## src/rtl/ppm_pkg.sv

```systemverilog
// Purpose: Shared constants and types for the port B pin override mux
// Assumes: AXI4-Lite register access, 32-bit data, one word per register
// Notes:   Registers sit in the low byte lane
package ppm_pkg;

   //****************************************************************
   // Register map
   //****************************************************************
   localparam logic [7:0] PPM_OFS_PORT_OUT  = 8'h00;
   localparam logic [7:0] PPM_OFS_DIRECTION = 8'h04;
   localparam logic [7:0] PPM_OFS_PIN_READ  = 8'h08;
   localparam logic [7:0] PPM_OFS_MCU_CTRL  = 8'h0C;

   localparam logic [7:0] PPM_RST_PORT_OUT  = 8'h00;
   localparam logic [7:0] PPM_RST_DIRECTION = 8'h00;
   localparam logic [7:0] PPM_RST_MCU_CTRL  = 8'h00;

   // Control register fields
   localparam int PPM_BIT_SERIAL_PIN_SELECT  = 7;
   localparam int PPM_BIT_PULLUP_GLOBAL_OFF  = 4;
   localparam int PPM_BIT_VECTOR_TABLE_SEL   = 1;
   localparam int PPM_BIT_VECTOR_CHANGE_EN   = 0;
   localparam logic [7:0] PPM_MCU_CTRL_WMASK = 8'h93;

   // Port B pin roles
   localparam int PPM_PIN_SCK   = 7;
   localparam int PPM_PIN_ICP   = 6;
   localparam int PPM_PIN_IRQ2  = 5;
   localparam int PPM_PIN_IRQ1  = 2;
   localparam int PPM_PIN_MOSI  = 1;
   localparam int PPM_PIN_MISO  = 0;
   localparam int PPM_NUM_PINS  = 8;

   localparam logic [1:0] PPM_RESP_OKAY   = 2'h0;
   localparam logic [1:0] PPM_RESP_SLVERR = 2'h2;

   //****************************************************************
   // Types
   //****************************************************************
   // Override set offered by alternate functions for one pin
   typedef struct packed {
      logic pullup_override_en;
      logic pullup_override_val;
      logic drive_override_en;
      logic drive_override_val;
      logic level_override_en;
      logic level_override_val;
      logic output_toggle_override;
      logic input_gate_override_en;
      logic input_gate_override_val;
   } ppm_ovr_t;

   // Pad controls of one pin
   typedef struct packed {
      logic pad_out;
      logic pad_oe_n;
      logic pullup_en;
      logic input_en;
   } ppm_pad_t;

   // Whole state of the block
   typedef struct packed {
      logic [7:0]  pin_output_bit;
      logic [7:0]  pin_direction_bit;
      logic [7:0]  mcu_control_reg;
      logic [7:0]  sync_first;
      logic [7:0]  sync_second;
      logic        aw_held;
      logic [7:0]  aw_addr;
      logic        w_held;
      logic [31:0] w_data;
      logic [3:0]  w_strb;
      logic        bvalid;
      logic [1:0]  bresp;
      logic        rvalid;
      logic [31:0] rdata;
      logic [1:0]  rresp;
   } ppm_state_t;

endpackage

```

## src/rtl/ppm_port_mux.sv

```systemverilog
// Purpose: Port B pin control with alternate-function overrides
// Assumes: One clock (aclk, the I/O clock); pad inputs are asynchronous
// Notes:   Override selection is combinational; registers over AXI4-Lite
//
// Summary of operation
// RULE_01: Default pull-up only when dir 0, out 1, global-off 0
// RULE_02: Pull-up override enable selects override value
// RULE_03: Drive override enable selects driver enable source
// RULE_04: Overridden driver follows drive override value
// RULE_05: Driven level from level override or output bit
// RULE_06: Level override value replaces output register bit
// RULE_07: Toggle override inverts the output register bit
// RULE_08: Input gate override or sleep state sets input enable
// RULE_09: Overridden input enable follows override value
// RULE_10: Raw input tapped before the read synchronizer
// RULE_11: Consumers synchronize raw input unless used as clock
// RULE_12: Analog link connects straight to pad
// RULE_13: Strobes per port; clock, sleep, pull-off global
// RULE_14: Control bit 4 disables all port pull-ups
// RULE_15: SPI slave forces pin 7 to input
// RULE_16: SPI master leaves pin 7 direction to register
// RULE_17: Forced pin 7 pull-up follows its output bit
// RULE_18: Pin 6 feeds timer 1 alternate capture input
// RULE_19: Pins 1/0 carry MOSI/MISO and stage 2 outputs
// RULE_20: Pins 5/2 carry external irq 2/1 and ADC
// RULE_21: Sleep clamps digital input unless override enabled
// RULE_22: Override selection is combinational, same cycle
//
// Implementation choices: register access over AXI4-Lite and the address map.
`timescale 1ns/10ps

module ppm_port_mux
   import ppm_pkg::*;
(
   input  wire logic        aclk,
   input  wire logic        aresetn,
   // AXI4-Lite slave
   input  wire logic [7:0]  s_axi_awaddr,
   input  wire logic        s_axi_awvalid,
   output logic             s_axi_awready,
   input  wire logic [31:0] s_axi_wdata,
   input  wire logic [3:0]  s_axi_wstrb,
   input  wire logic        s_axi_wvalid,
   output logic             s_axi_wready,
   output logic [1:0]       s_axi_bresp,
   output logic             s_axi_bvalid,
   input  wire logic        s_axi_bready,
   input  wire logic [7:0]  s_axi_araddr,
   input  wire logic        s_axi_arvalid,
   output logic             s_axi_arready,
   output logic [31:0]      s_axi_rdata,
   output logic [1:0]       s_axi_rresp,
   output logic             s_axi_rvalid,
   input  wire logic        s_axi_rready,
   // Pads
   input  wire logic [7:0]  pad_in,
   output logic [7:0]       pad_out,
   output logic [7:0]       pad_oe_n,
   output logic [7:0]       pad_pullup_en,
   output logic [7:0]       analog_pad_link,
   // Global sleep clamp from the sleep controller
   input  wire logic        sleep_clamp,
   // Peripheral side
   input  wire logic        spi_enable,
   input  wire logic        spi_master,
   input  wire logic        spi_sck_out,
   input  wire logic        spi_mosi_out,
   input  wire logic        spi_miso_out,
   input  wire logic        stage0_out1,
   input  wire logic        stage0_out1_en,
   input  wire logic        stage1_out1,
   input  wire logic        stage1_out1_en,
   input  wire logic        stage2_out1,
   input  wire logic        stage2_out1_en,
   input  wire logic        stage2_out0,
   input  wire logic        stage2_out0_en,
   input  wire logic [7:0]  adc_digital_off,
   input  wire logic        ext_irq_1_en,
   input  wire logic        ext_irq_2_en,
   input  wire logic [7:0]  output_toggle_override,
   output logic [7:0]       alt_function_raw_input,
   output logic             spi_sck_in,
   output logic             spi_mosi_in,
   output logic             spi_miso_in,
   output logic             timer1_capture_alt_in,
   output logic             ext_irq_1,
   output logic             ext_irq_2,
   output logic             vector_table_select,
   output logic             vector_change_enable
);

   //****************************************************************
   // Declarations
   //****************************************************************
   ppm_state_t         st;
   ppm_state_t         next_st;
   ppm_ovr_t   [7:0]   ovr;
   ppm_pad_t   [7:0]   pad;
   logic               serial_pin_select;
   logic               pullup_global_off;
   logic               spi_on_port;
   logic               spi_slave;
   logic               spi_mst;
   logic       [7:0]   raw_di;
   logic       [7:0]   wr_byte;
   logic               wr_fire;
   logic       [7:0]   rd_byte;
   logic               rd_hit;

   assign serial_pin_select = st.mcu_control_reg[PPM_BIT_SERIAL_PIN_SELECT];
   assign pullup_global_off = st.mcu_control_reg[PPM_BIT_PULLUP_GLOBAL_OFF];
   assign spi_on_port       = spi_enable & ~serial_pin_select;
   assign spi_slave         = spi_on_port & ~spi_master;
   assign spi_mst           = spi_on_port & spi_master;

   //****************************************************************
   // Port B alternate-function override sources
   //****************************************************************
   // Overrides gathered per pin from the peripherals
   always_comb begin
      ovr = '0;
      // Pin 7: SPI clock and stage 0 output 1
      // Slave forces input, pull-up still follows the output bit
      ovr[PPM_PIN_SCK].pullup_override_en  = spi_slave; // [RULE_17]
      ovr[PPM_PIN_SCK].pullup_override_val = st.pin_output_bit[PPM_PIN_SCK]
                                             & ~pullup_global_off; // [RULE_17]
      ovr[PPM_PIN_SCK].drive_override_en   = spi_slave | stage0_out1_en; // [RULE_15] [RULE_16]
      ovr[PPM_PIN_SCK].drive_override_val  = stage0_out1_en; // [RULE_15]
      ovr[PPM_PIN_SCK].level_override_en   = spi_mst | stage0_out1_en;
      ovr[PPM_PIN_SCK].level_override_val  = stage0_out1_en ? stage0_out1 : spi_sck_out;
      // Pin 6: stage 1 output 1
      ovr[PPM_PIN_ICP].drive_override_en   = stage1_out1_en;
      ovr[PPM_PIN_ICP].drive_override_val  = 1'b1;
      ovr[PPM_PIN_ICP].level_override_en   = stage1_out1_en;
      ovr[PPM_PIN_ICP].level_override_val  = stage1_out1;
      // Pins 5, 2: irq enables keep input alive in sleep
      ovr[PPM_PIN_IRQ2].input_gate_override_en  = adc_digital_off[PPM_PIN_IRQ2] | ext_irq_2_en; // [RULE_20]
      ovr[PPM_PIN_IRQ2].input_gate_override_val = ext_irq_2_en;                                  // [RULE_20]
      ovr[PPM_PIN_IRQ1].input_gate_override_en  = adc_digital_off[PPM_PIN_IRQ1] | ext_irq_1_en; // [RULE_20]
      ovr[PPM_PIN_IRQ1].input_gate_override_val = ext_irq_1_en;                                  // [RULE_20]
      // Pins 7, 6, 4, 3: analog use gates off input
      ovr[7].input_gate_override_en = adc_digital_off[7];
      ovr[6].input_gate_override_en = adc_digital_off[6];
      ovr[4].input_gate_override_en = adc_digital_off[4];
      ovr[3].input_gate_override_en = adc_digital_off[3];
      // Pin 1: MOSI, stage 2 output 1
      ovr[PPM_PIN_MOSI].pullup_override_en  = spi_slave; // [RULE_19]
      ovr[PPM_PIN_MOSI].pullup_override_val = st.pin_output_bit[PPM_PIN_MOSI] & ~pullup_global_off;
      ovr[PPM_PIN_MOSI].drive_override_en   = spi_slave | stage2_out1_en; // [RULE_19]
      ovr[PPM_PIN_MOSI].drive_override_val  = stage2_out1_en;
      ovr[PPM_PIN_MOSI].level_override_en   = spi_mst | stage2_out1_en;
      ovr[PPM_PIN_MOSI].level_override_val  = stage2_out1_en ? stage2_out1 : spi_mosi_out;
      // Pin 0: MISO, stage 2 output 0
      ovr[PPM_PIN_MISO].pullup_override_en  = spi_mst; // [RULE_19]
      ovr[PPM_PIN_MISO].pullup_override_val = st.pin_output_bit[PPM_PIN_MISO] & ~pullup_global_off;
      ovr[PPM_PIN_MISO].drive_override_en   = spi_mst | stage2_out0_en; // [RULE_19]
      ovr[PPM_PIN_MISO].drive_override_val  = stage2_out0_en;
      ovr[PPM_PIN_MISO].level_override_en   = spi_slave | stage2_out0_en;
      ovr[PPM_PIN_MISO].level_override_val  = stage2_out0_en ? stage2_out0 : spi_miso_out;
      // Toggle requests from alternate functions, one per pin
      for (int i = 0; i < PPM_NUM_PINS; i++) begin
         ovr[i].output_toggle_override = output_toggle_override[i];
      end
   end

   //****************************************************************
   // Generic per-pin override mux (combinational)
   //****************************************************************
   // Same-cycle path from every override except the toggle (registered) to the pad controls [RULE_22]
   always_comb begin
      for (int i = 0; i < PPM_NUM_PINS; i++) begin
         // Pull-up: override, else {dir, out, global off} == 010
         if (ovr[i].pullup_override_en) begin
            pad[i].pullup_en = ovr[i].pullup_override_val; // [RULE_02]
         end else begin
            pad[i].pullup_en = ~st.pin_direction_bit[i] & st.pin_output_bit[i]
                               & ~pullup_global_off; // [RULE_01] [RULE_14]
         end
         // Driver enable: override value or direction bit
         if (ovr[i].drive_override_en) begin
            pad[i].pad_oe_n = ~ovr[i].drive_override_val; // [RULE_03] [RULE_04]
         end else begin
            pad[i].pad_oe_n = ~st.pin_direction_bit[i]; // [RULE_03]
         end
         // Driven level: override value or output bit
         if (ovr[i].level_override_en) begin
            pad[i].pad_out = ovr[i].level_override_val; // [RULE_05] [RULE_06]
         end else begin
            pad[i].pad_out = st.pin_output_bit[i]; // [RULE_05]
         end
         // Digital input enable: override or sleep clamp
         if (ovr[i].input_gate_override_en) begin
            pad[i].input_en = ovr[i].input_gate_override_val; // [RULE_08] [RULE_09]
         end else begin
            pad[i].input_en = ~sleep_clamp; // [RULE_08] [RULE_21]
         end
         // Raw input after the input gate, ahead of the synchronizer
         raw_di[i] = pad_in[i] & pad[i].input_en; // [RULE_10]
      end
   end

   //****************************************************************
   // Pad and peripheral outputs
   //****************************************************************
   always_comb begin
      for (int i = 0; i < PPM_NUM_PINS; i++) begin
         pad_out[i]       = pad[i].pad_out;
         pad_oe_n[i]      = pad[i].pad_oe_n;
         pad_pullup_en[i] = pad[i].pullup_en;
      end
   end

   // Analog path ties straight to the pad node, no gating [RULE_12]
   assign analog_pad_link        = pad_in;
   // Unsynchronized taps; consumers synchronize unless used as clock [RULE_11]
   assign alt_function_raw_input = raw_di; // [RULE_10]
   assign spi_sck_in             = raw_di[PPM_PIN_SCK] & spi_on_port;
   assign spi_mosi_in            = raw_di[PPM_PIN_MOSI] & spi_on_port; // [RULE_19]
   assign spi_miso_in            = raw_di[PPM_PIN_MISO] & spi_on_port; // [RULE_19]
   assign timer1_capture_alt_in  = raw_di[PPM_PIN_ICP]; // [RULE_18]
   assign ext_irq_2              = raw_di[PPM_PIN_IRQ2]; // [RULE_20]
   assign ext_irq_1              = raw_di[PPM_PIN_IRQ1]; // [RULE_20]
   assign vector_table_select    = st.mcu_control_reg[PPM_BIT_VECTOR_TABLE_SEL];
   assign vector_change_enable   = st.mcu_control_reg[PPM_BIT_VECTOR_CHANGE_EN];

   //****************************************************************
   // AXI4-Lite handshakes
   //****************************************************************
   // Address and data held apart; write fires once both are in
   assign s_axi_awready = ~st.aw_held & ~st.bvalid;
   assign s_axi_wready  = ~st.w_held & ~st.bvalid;
   assign s_axi_arready = ~st.rvalid;
   assign s_axi_bvalid  = st.bvalid;
   assign s_axi_bresp   = st.bresp;
   assign s_axi_rvalid  = st.rvalid;
   assign s_axi_rdata   = st.rdata;
   assign s_axi_rresp   = st.rresp;

   assign wr_fire = st.aw_held & st.w_held & ~st.bvalid;
   assign wr_byte = st.w_data[7:0];

   // Read decode; one shared strobe set for the whole port [RULE_13]
   always_comb begin
      rd_hit  = 1'b1;
      rd_byte = 8'h00;
      case (s_axi_araddr)
         PPM_OFS_PORT_OUT:  rd_byte = st.pin_output_bit;
         PPM_OFS_DIRECTION: rd_byte = st.pin_direction_bit;
         PPM_OFS_PIN_READ:  rd_byte = st.sync_second;
         PPM_OFS_MCU_CTRL:  rd_byte = st.mcu_control_reg;
         default:           rd_hit  = 1'b0;
      endcase
   end

   //****************************************************************
   // Next-state logic
   //****************************************************************
   always_comb begin
      next_st = st;
      // Two-stage read synchronizer on the gated raw input
      next_st.sync_first  = raw_di;
      next_st.sync_second = st.sync_first;
      // Capture write address and data in either order
      if (s_axi_awvalid && s_axi_awready) begin
         next_st.aw_held = 1'b1;
         next_st.aw_addr = s_axi_awaddr;
      end
      if (s_axi_wvalid && s_axi_wready) begin
         next_st.w_held = 1'b1;
         next_st.w_data = s_axi_wdata;
         next_st.w_strb = s_axi_wstrb;
      end
      // Alternate-function toggles invert the output bits [RULE_07]
      next_st.pin_output_bit = st.pin_output_bit ^ output_toggle_override; // [RULE_07]
      // Register write once both halves are held
      if (wr_fire) begin
         next_st.aw_held = 1'b0;
         next_st.w_held  = 1'b0;
         next_st.bvalid  = 1'b1;
         next_st.bresp   = PPM_RESP_OKAY;
         case (st.aw_addr)
            PPM_OFS_PORT_OUT: begin
               if (st.w_strb[0]) begin
                  next_st.pin_output_bit = wr_byte ^ output_toggle_override;
               end
            end
            PPM_OFS_DIRECTION: begin
               if (st.w_strb[0]) begin
                  next_st.pin_direction_bit = wr_byte;
               end
            end
            PPM_OFS_PIN_READ: begin
               // Writing ones to the pin register toggles the output bits
               if (st.w_strb[0]) begin
                  next_st.pin_output_bit = st.pin_output_bit ^ output_toggle_override ^ wr_byte;
               end
            end
            PPM_OFS_MCU_CTRL: begin
               if (st.w_strb[0]) begin
                  next_st.mcu_control_reg = wr_byte & PPM_MCU_CTRL_WMASK; // [RULE_14]
               end
            end
            default: begin
               next_st.bresp = PPM_RESP_SLVERR;
            end
         endcase
      end
      // Write response retires on bready
      if (st.bvalid && s_axi_bready) begin
         next_st.bvalid = 1'b0;
      end
      // Read answer one cycle after address taken
      if (s_axi_arvalid && s_axi_arready) begin
         next_st.rvalid = 1'b1;
         next_st.rdata  = {24'h000000, rd_byte};
         next_st.rresp  = rd_hit ? PPM_RESP_OKAY : PPM_RESP_SLVERR;
      end else if (st.rvalid && s_axi_rready) begin
         next_st.rvalid = 1'b0;
      end
   end

   //****************************************************************
   // State register
   //****************************************************************
   // Synchronous active-low reset puts every pin in tri-state input
   always_ff @(posedge aclk) begin
      if (!aresetn) begin
         st                   <= '0;
         st.pin_output_bit    <= PPM_RST_PORT_OUT;
         st.pin_direction_bit <= PPM_RST_DIRECTION;
         st.mcu_control_reg   <= PPM_RST_MCU_CTRL;
      end else begin
         st <= next_st;
      end
   end

endmodule

```

## config.mk

```make
export PLATFORM = sky130hd
export DESIGN_NAME = ppm_port_mux
export DESIGN_NICKNAME = d
export VERILOG_FILES = /design/src/rtl/ppm_pkg.sv /design/src/rtl/ppm_port_mux.sv
export SDC_FILE = /design/constraint.sdc
export NUM_CORES = 1
export LEC_CHECK = 0
export ABC_AREA = 1
export BUFFER_PORTS_ARGS = -buffer_cell sky130_fd_sc_hd__buf_2
export CAP_MARGIN = 0
export CORE_ASPECT_RATIO = 2
export CORE_UTILIZATION = 41
export CTS_BUF_LIST = sky130_fd_sc_hd__clkbuf_8
export CTS_CLUSTER_DIAMETER = 80
export DETAILED_ROUTE_END_ITERATION = 8
export PLACE_DENSITY_LB_ADDON = 0.05
export SLEW_MARGIN = 25
export SYNTH_ARGS = -nofsm -noshare
export SYNTH_HDL_FRONTEND = slang
export SYNTH_SLANG_ARGS = --single-unit
export TNS_END_PERCENT = 10
```

## constraint.sdc

```tcl
create_clock -name aclk -period 1.15 [get_ports aclk]
set_input_delay 0.23 -clock aclk [delete_from_list [all_inputs] [get_ports aclk]]
set_output_delay 0.23 -clock aclk [all_outputs]
set_load 0.02 [all_outputs]
```

**Yosys cells after proc, flatten, opt, wreduce, memory -nomap -nowiden**

Index checks and enable logic that the tools add are counted.

- Register bits after elaboration: 69
- Output and inout bits: 89
- Logic and storage cells: 137

- Equality and inequality tests: 6
- Multiplexer cells: 34
- Bitwise operators: 68
- Reduce and logical (&&, ||, !) cells: 14

Operators with widths:

| kind | count |
|---|---|
| 2-to-1 mux 8 bit | 6 |
| bitwise AND 1 bit | 37 |
| equality test 8 x 4 -> 1 bit, second input constant | 4 |
| case mux 8 bit (4 select lines) | 1 |
| 2-to-1 mux 24 bit | 1 |
| bitwise XOR 8 bit | 3 |
| 2-to-1 mux 1 bit | 23 |
| inverter 1 bit | 20 |
| equality test 8 x 3 -> 1 bit, second input constant | 2 |
| logical NOT 8 bit | 2 |
| case mux 8 bit (2 select lines) | 1 |
| bitwise OR 1 bit | 8 |
| OR reduction 4 bit | 2 |
| AND reduction 3 bit | 2 |
| logical AND 1 bit | 5 |
| 2-to-1 mux 2 bit | 2 |
| OR reduction 2 bit | 2 |
| nonzero test 2 bit | 1 |

**Depth between registers and ports, before layout**

Gate-level depths: netlist of the first run.

- Depth after elaboration: 5
- Depth in mapped cells: 9

**Worst setup path before layout of the first run**

Ideal clock, no wire load.

- Path type: in2out
- From: in sleep_clamp
- To: out alt_function_raw_input[6]
- Arrival time: 1244 ps
- Required time: 920 ps
- Setup slack: -324 ps
- Cell stages on the path: 3
- Path buffers: 2
- Cell sequence: clkbuf_1 > nor3_1 > buf_4

- Longest elaborated chain between the ends: 3

RTL lines:

| item | RTL line | text |
|---|---|---|
| from (decl) | ppm_port_mux.sv:62 | `input wire logic sleep_clamp,` |
| inverter 1 bit | ppm_port_mux.sv:195 | `pad[i].input_en = ~sleep_clamp;` |
| 2-to-1 mux 1 bit | ppm_port_mux.sv:192 | `if (ovr[i].input_gate_override_en) begin` |
| bitwise AND 1 bit | ppm_port_mux.sv:198 | `raw_di[i] = pad_in[i] & pad[i].input_en;` |
| to (decl) | ppm_port_mux.sv:81 | `output logic [7:0] alt_function_raw_input,` |

No other way between the ends.

**Worst setup path after layout of the first run**

- From: reg st, in the netlist serial_pin_select
- To: out pad_pullup_en[7]

- Longest elaborated chain between the ends: 4

RTL lines:

| item | RTL line | text |
|---|---|---|
| from (decl) | ppm_port_mux.sv:95 | `ppm_state_t st;` |
| from (signal assigned) | ppm_port_mux.sv:333 | `st <= next_st;` |
| inverter 1 bit | ppm_port_mux.sv:112 | `assign spi_on_port = spi_enable & ~serial_pin_select;` |
| bitwise AND 1 bit | ppm_port_mux.sv:112 |  |
| bitwise AND 1 bit | ppm_port_mux.sv:113 | `assign spi_slave = spi_on_port & ~spi_master;` |
| 2-to-1 mux 1 bit | ppm_port_mux.sv:173 | `if (ovr[i].pullup_override_en) begin` |
| to (decl) | ppm_port_mux.sv:59 | `output logic [7:0] pad_pullup_en,` |

No other way between the ends.

==> results.toml, run 1 <==
[die]
die_y_um = 139
ioPinCount = 188
start_util = 0.426
die_w_um = 70.6
core_mm2 = 0.00907
die-area_mm2 = 0.00983
num_rows = 49

[power_and_ir_drop]
swShare = 0.318
power.switching_mw = 2.04
p_per_area_mw_per_mm2 = 1240
p_clk_frac = 0.333
combPwrFrac = 0.260
internal-power_mw = 4.37
irDropWorstVdd_mv = 1.16
seqPwrFrac = 0.407
power_leakage_nw = 2.66

[logic_synthesis]
yosysWarnings = 0
synth_edf_count = 0
netlist_instances = 570
synth_mux_area_frac = 0
synth-simple-area-share = 0.318
syn_area_per_cell_um2 = 6.77
synthDistinctLibCells = 29
synth-seq-cells = 67
synth_compound_gate_area_share = 0.0930
synthFlopType = "dfxtp_1"
synth-xor-area-share = 0.0544
yosys.area_share.adder = 0
synth_top_area_frac = 0.347
async_reset_ff_frac = 0
syn-cell-area_mm2 = 0.00386
synth_area_leaders = "dfxtp_1 35%, nand2_1 13%, buf_4 11%"
synth_top_family_by_area = "simple AND/OR/NAND/NOR gates"
synth_top_area_cell = "dfxtp_1"
yosysSeqAreaShare = 0.347

[worst_setup_path]
cp_cell_sequence = "inv_4 > nand2_4 > nor2_4 > inv_4 > a211oi_4 > buf_6"
cp-end-kind = "output pin"
r2r-start = "st[81]"
worstPathMaxFanout = 5
r2r_end = "pad_out[2]"
path_common_cell = "inv_4"
reg2reg_depth = 8
cp.arrival_ns = 1.34
cpMaxStageDelayCell = "dfxtp_2"
startpoint = "serial_pin_select"
cp-start-kind = "flip-flop"
cp.required_ns = 0.92
worstSetupPathType = "flip-flop to output pin"
endpoint = "pad_pullup_en[7]"
cpPeakStageDelay_ns = 0.34
ff2ff_setup_slack_ns = -0.11

[route]
drt-initial-drc-count = 122
routed_wl_um = 10600
vias_per_cell = 4.76
antenna_left = 0
firstDrtPassIters = 6
wl_per_cell_um = 12.9
drc = 17
routed-via-count = 3905

[clock_tree]
cts-root-buf = "clkbuf_8"
clk_path_buf_depth = 2
clkSinkCount = 67
h-tree-depth = 3
cts_buffers = 9
insertion_delay_ns = 0.34
clk_pin_slew_ns = 0.07
ctsHoldBuffers = 0
cts_tree = "built"

[min_path]
hold_path_class = "input port to flip-flop"

[placement]
place_inst = 802
io_buffers = 132
place_hpwl_um = 8420
gp_congestion = 0.893

[timing]
fin_crit_sh = 1.37
slew_viol_final = 0
fin_worst_skew_ns = 0.00922
setup_violations = 42
period_minus_slack_ns = 1.57
setup_ws_ns = -0.424
fin_setup_tns_ns = -6.85
rsz0062_at_grt = "yes"
fmax_ghz = 0.635
hold_viol = 0

[final_layout]
fill_cells = 948
fin_nets = 812
syn_to_final_growth_pct = 34.0
drive_above_1_share = 0.355
layout_common_cells = "134 x nand2_1, 101 x buf_2, 65 x nor2_1"
final_common_cell = "nand2_1"
antennaDiodeCount = 0
instances_no_fill = 820
register_area_mm2 = 0.00138
multi_input_area_mm2 = 0.00205

[job]
drv_cap = 0

[global_route]
grt_antenna_before_repair = 0
grt_pass1_vias = 3679
gr-usage-all-layers = 0.215
grt_max_degree = 24
grt_pass1_wl_um = 16600
grt-ovfl-total = 0

[status]
status = "finished, violations left"
violations = "DRC, setup timing"
[flip-flops by register name, indices dropped and copies added (netlist names)]
name	count
next_st	8
pad_out	4
pullup_global_off	1
s_axi_bresp	1
s_axi_bvalid	1
s_axi_rdata	8
s_axi_rresp	1
s_axi_rvalid	1
serial_pin_select	1
st	39
vector_change_enable	1
vector_table_select	1
[per-stage QoR]
| stage | utilization | hold WS [ns] | power, mW | worst slack, ns | area, um2 |
|---|---|---|---|---|---|
| 3_5_place_dp | 0.512 | 0.401 | 4.18 | -0.164 | 4650 |
| 5_1_grt | 0.570 | 0.0532 | 6.73 | -0.493 | 5170 |
| 2_1_floorplan | - | 0.307 | 3.69 | -0.145 | 4000 |
| 6_report | 0.570 | 0.0558 | 6.42 | -0.424 | 5170 |
| 4_1_cts | 0.557 | 0.0353 | 6.43 | -0.447 | 5060 |
| 3_3_place_gp | 0.512 | 0.400 | 4.14 | -0.140 | 4650 |
[synth_stat cells (all sizes together) (3+ instances only)]
master  count
a211oi      3
a21oi      33
buf        62
clkbuf      9
dfxtp      67
inv        53
nand2     140
nand3      53
nor2       78
nor3       11
nor4        3
o21ai      27
o21bai      3
xnor2      16
xor2        8
[layout make-up]
type	instances	share of cell area
clock buffer	9	0.0239
clock inverter	7	0.0179
inverter	53	0.0394
multi-input combinational	404	0.396
sequential	67	0.267
tap	102	0.0247
timing repair buffer	178	0.231
[worst min path at each step]
stage	slack (ns)	cells after the start	startpoint	to
5_1_grt	0.05	2	s_axi_bready	s_axi_bvalid
6_report	0.06	2	s_axi_bready	s_axi_bvalid
3_3_place_gp	0.40	2	next_st[84]	st[84]
4_1_cts	0.04	2	s_axi_bready	s_axi_bvalid
3_5_place_dp	0.40	2	next_st[90]	st[90]
2_1_floorplan	0.31	1	sleep_clamp	next_st[87]
[power by group through the flow]
stage | sequential [mW] | combinational, mW | clock [mW]
5_1_grt | 2.63 | 1.82 | 2.27
3_3_place_gp | 2.65 | 1.49 | 0
4_1_cts | 2.61 | 1.63 | 2.19
2_1_floorplan | 2.62 | 1.07 | 0
6_report | 2.61 | 1.67 | 2.14
3_5_place_dp | 2.66 | 1.52 | 0
[routing by layer]
metal | track usage | vias to the layer above | part of all wire
li1 | - | 2004 | -
met2 | 0.427 | 125 | 0.58
met1 | 0.202 | 1751 | 0.34
met4 | 0.114 | 0 | 0.038
met3 | 0.0348 | 25 | 0.043
met5 | 0 | - | 0
[cells by family after synthesis]
kind of cell,count (synthesis)
other,1
xor gates and xnor gates,24
buffers and inverters,124
and+or+nand+nor,286
DFF,67
AOI/OAI and AO/OA,68
[repair_timing]
action	CTS	global route
resized for setup	75	40
endpoints found under the setup margin	67	77
gates cloned	0	0
pin swaps	10	11
buffers inserted	1	1
[worst max-delay path: cells and delay by family, from the launching register on]
kind	cells	cell delay, ns
flip-flops	1	0.34
buffers and inverters	3	0.30
AO/OA/AOI/OAI	1	0.21
AND/OR/NAND/NOR	2	0.17
No activity file was read; power rests on OpenSTA's default activity.
==> run 2, diff against run 1 <==
--- a/config.mk
+++ b/config.mk
@@ -9,7 +9,7 @@
 export BUFFER_PORTS_ARGS = -buffer_cell sky130_fd_sc_hd__buf_2
 export CAP_MARGIN = 0
 export CORE_ASPECT_RATIO = 2
-export CORE_UTILIZATION = 41
+export CORE_UTILIZATION = 43
 export CTS_BUF_LIST = sky130_fd_sc_hd__clkbuf_8
 export CTS_CLUSTER_DIAMETER = 80
 export DETAILED_ROUTE_END_ITERATION = 8
==> results.toml, run 2 (synthesis results as in run 1) <==
[status]
status = "finished, violations left"
violations = "setup timing"

[global_route]
grt-ovfl-total = 0
gr-usage-all-layers = 0.218
grt_pass1_vias = 3594
grt_antenna_before_repair = 0
grt_pass1_wl_um = 16300
grt_max_degree = 34

[final_layout]
largest_reg_flops = 39
instances_no_fill = 809
drive_above_1_share = 0.355
fin_nets = 803
fill_cells = 899
syn_to_final_growth_pct = 32.8
final_common_cell = "nand2_1"
layout_common_cells = "135 x nand2_1, 101 x buf_2, 64 x nor2_1"
utilization = 0.593
regMostFlops = "st"
antennaDiodeCount = 0

[route]
drt-initial-drc-count = 136
antenna_left = 0
vias_per_cell = 4.81
wl_per_cell_um = 12.7
drc = 0
routed-via-count = 3892
firstDrtPassIters = 4
routed_wl_um = 10300

[worst_setup_path]
worstSetupPathType = "flip-flop to output pin"
cp_top_family = "flip-flops"
cpPeakStageDelay_ns = 0.34
cpMaxStageDelayCell = "dfxtp_2"
cp-end-kind = "output pin"
cp-start-kind = "flip-flop"
cp_cell_sequence = "inv_4 > nand2_4 > nor2_4 > inv_4 > a211oi_4 > buf_6"
cp_num_buf_inv = 3
path_common_cell = "inv_4"
cp.arrival_ns = 1.36
cp.required_ns = 0.92
worstPathMaxFanout = 5

[clock_tree]
cts-root-buf = "clkbuf_8"
cts_tree = "built"
cts_buffers = 9
insertion_delay_ns = 0.35
h-tree-depth = 3
clkSinkCount = 67
clk_path_buf_depth = 2
clk_pin_slew_ns = 0.07

[die]
die_y_um = 136
die-area_mm2 = 0.00939
core_mm2 = 0.00865
die_w_um = 69.0
num_rows = 48
ioPinCount = 188
start_util = 0.446

[power_and_ir_drop]
seqPwrFrac = 0.409
internal-power_mw = 4.36
irDropWorstVdd_mv = 1.21
p_clk_frac = 0.333
power_leakage_nw = 2.63
combPwrFrac = 0.258
power.switching_mw = 2.04
p_per_area_mw_per_mm2 = 1250
swShare = 0.319

[min_path]
hold_path_class = "input port to flip-flop"

[timing]
setup_ws_ns = -0.440
hold_viol = 0
slew_viol_final = 0
fmax_ghz = 0.629
fin_worst_skew_ns = 0.00673
rsz0062_at_grt = "yes"
period_minus_slack_ns = 1.59
setup_violations = 41
whs_ns = 0.0640
fin_crit_sh = 1.38

[placement]
place_inst = 791
place_hpwl_um = 8030
gp_congestion = 0.841
place_ws_ns = -0.151
io_buffers = 132

[job]
drv_cap = 0
## run 2: changes by cell type in the layout (fill, tap and decap cells not counted), moves of 2 or more
cell | before | now
buf_4 | 57 | 50
buf_6 | 15 | 13
clkinv_4 | 0 | 2
clkinvlp_4 | 3 | 1
dfxtp_1 | 51 | 49
dfxtp_2 | 8 | 10
nand3_1 | 51 | 48
nand3_2 | 1 | 4
o21ai_0 | 15 | 12
o21ai_1 | 9 | 11
## run 2: metrics by stage
step                      instance area (um2)  setup TNS [ns]  power (mW)
final                                    5130           -6.51        6.41
after global routing                     5130          -10.53        6.74
after CTS                                4950           -7.88        6.36
after detailed placement                 4580           -4.47        4.15
after global placement                   4580           -3.48        4.10
after floorplan                          4000           -2.69        3.69
## run 2: path summary, 6_finish.rpt
kind                           start                   end  slack (ns)  cells after the start
setup / recovery   serial_pin_select      pad_pullup_en[7]       -0.44                      6
hold / removal    adc_digital_off[4]           next_st[88]        0.06                      2
setup reg to reg              st[79]  vector_change_enable       -0.12                      7
hold reg to reg          next_st[91]                st[91]        0.42                      2
## run 2: power by group through the flow
stage / registers, mW / clock network (mW) / logic, mW
2_1_floorplan: 2.62 / 0 / 1.07
3_3_place_gp: 2.65 / 0 / 1.45
3_5_place_dp: 2.65 / 0 / 1.49
4_1_cts: 2.61 / 2.19 / 1.57
5_1_grt: 2.64 / 2.28 / 1.82
6_report: 2.62 / 2.14 / 1.65
## run 2: metal layers
layer,vias to the layer above,part of all wire,global-route usage
met4,0,0.041,0.128
li1,1993,-,-
met3,27,0.043,0.0445
met2,121,0.56,0.415
met1,1751,0.36,0.214
met5,-,0,0
## run 2: final cells by class
| cell class | instances | area, um2 | area share |
|---|---|---|---|
| timing repair buffer | 169 | 1120 | 0.219 |
| clock inverter | 7 | 92.6 | 0.0181 |
| clock buffer | 9 | 124 | 0.0242 |
| sequential | 67 | 1380 | 0.270 |
| tap | 100 | 125 | 0.0244 |
| inverter | 53 | 208 | 0.0405 |
| multi-input combinational | 404 | 2070 | 0.404 |
## run 2: timing repair
item | 4_1_cts | 5_1_grt
resized for setup | 63 | 61
setup buffers | 0 | 2
setup endpoints to repair | 62 | 78
hold buffers | 0 | 0
pin swaps | 4 | 5
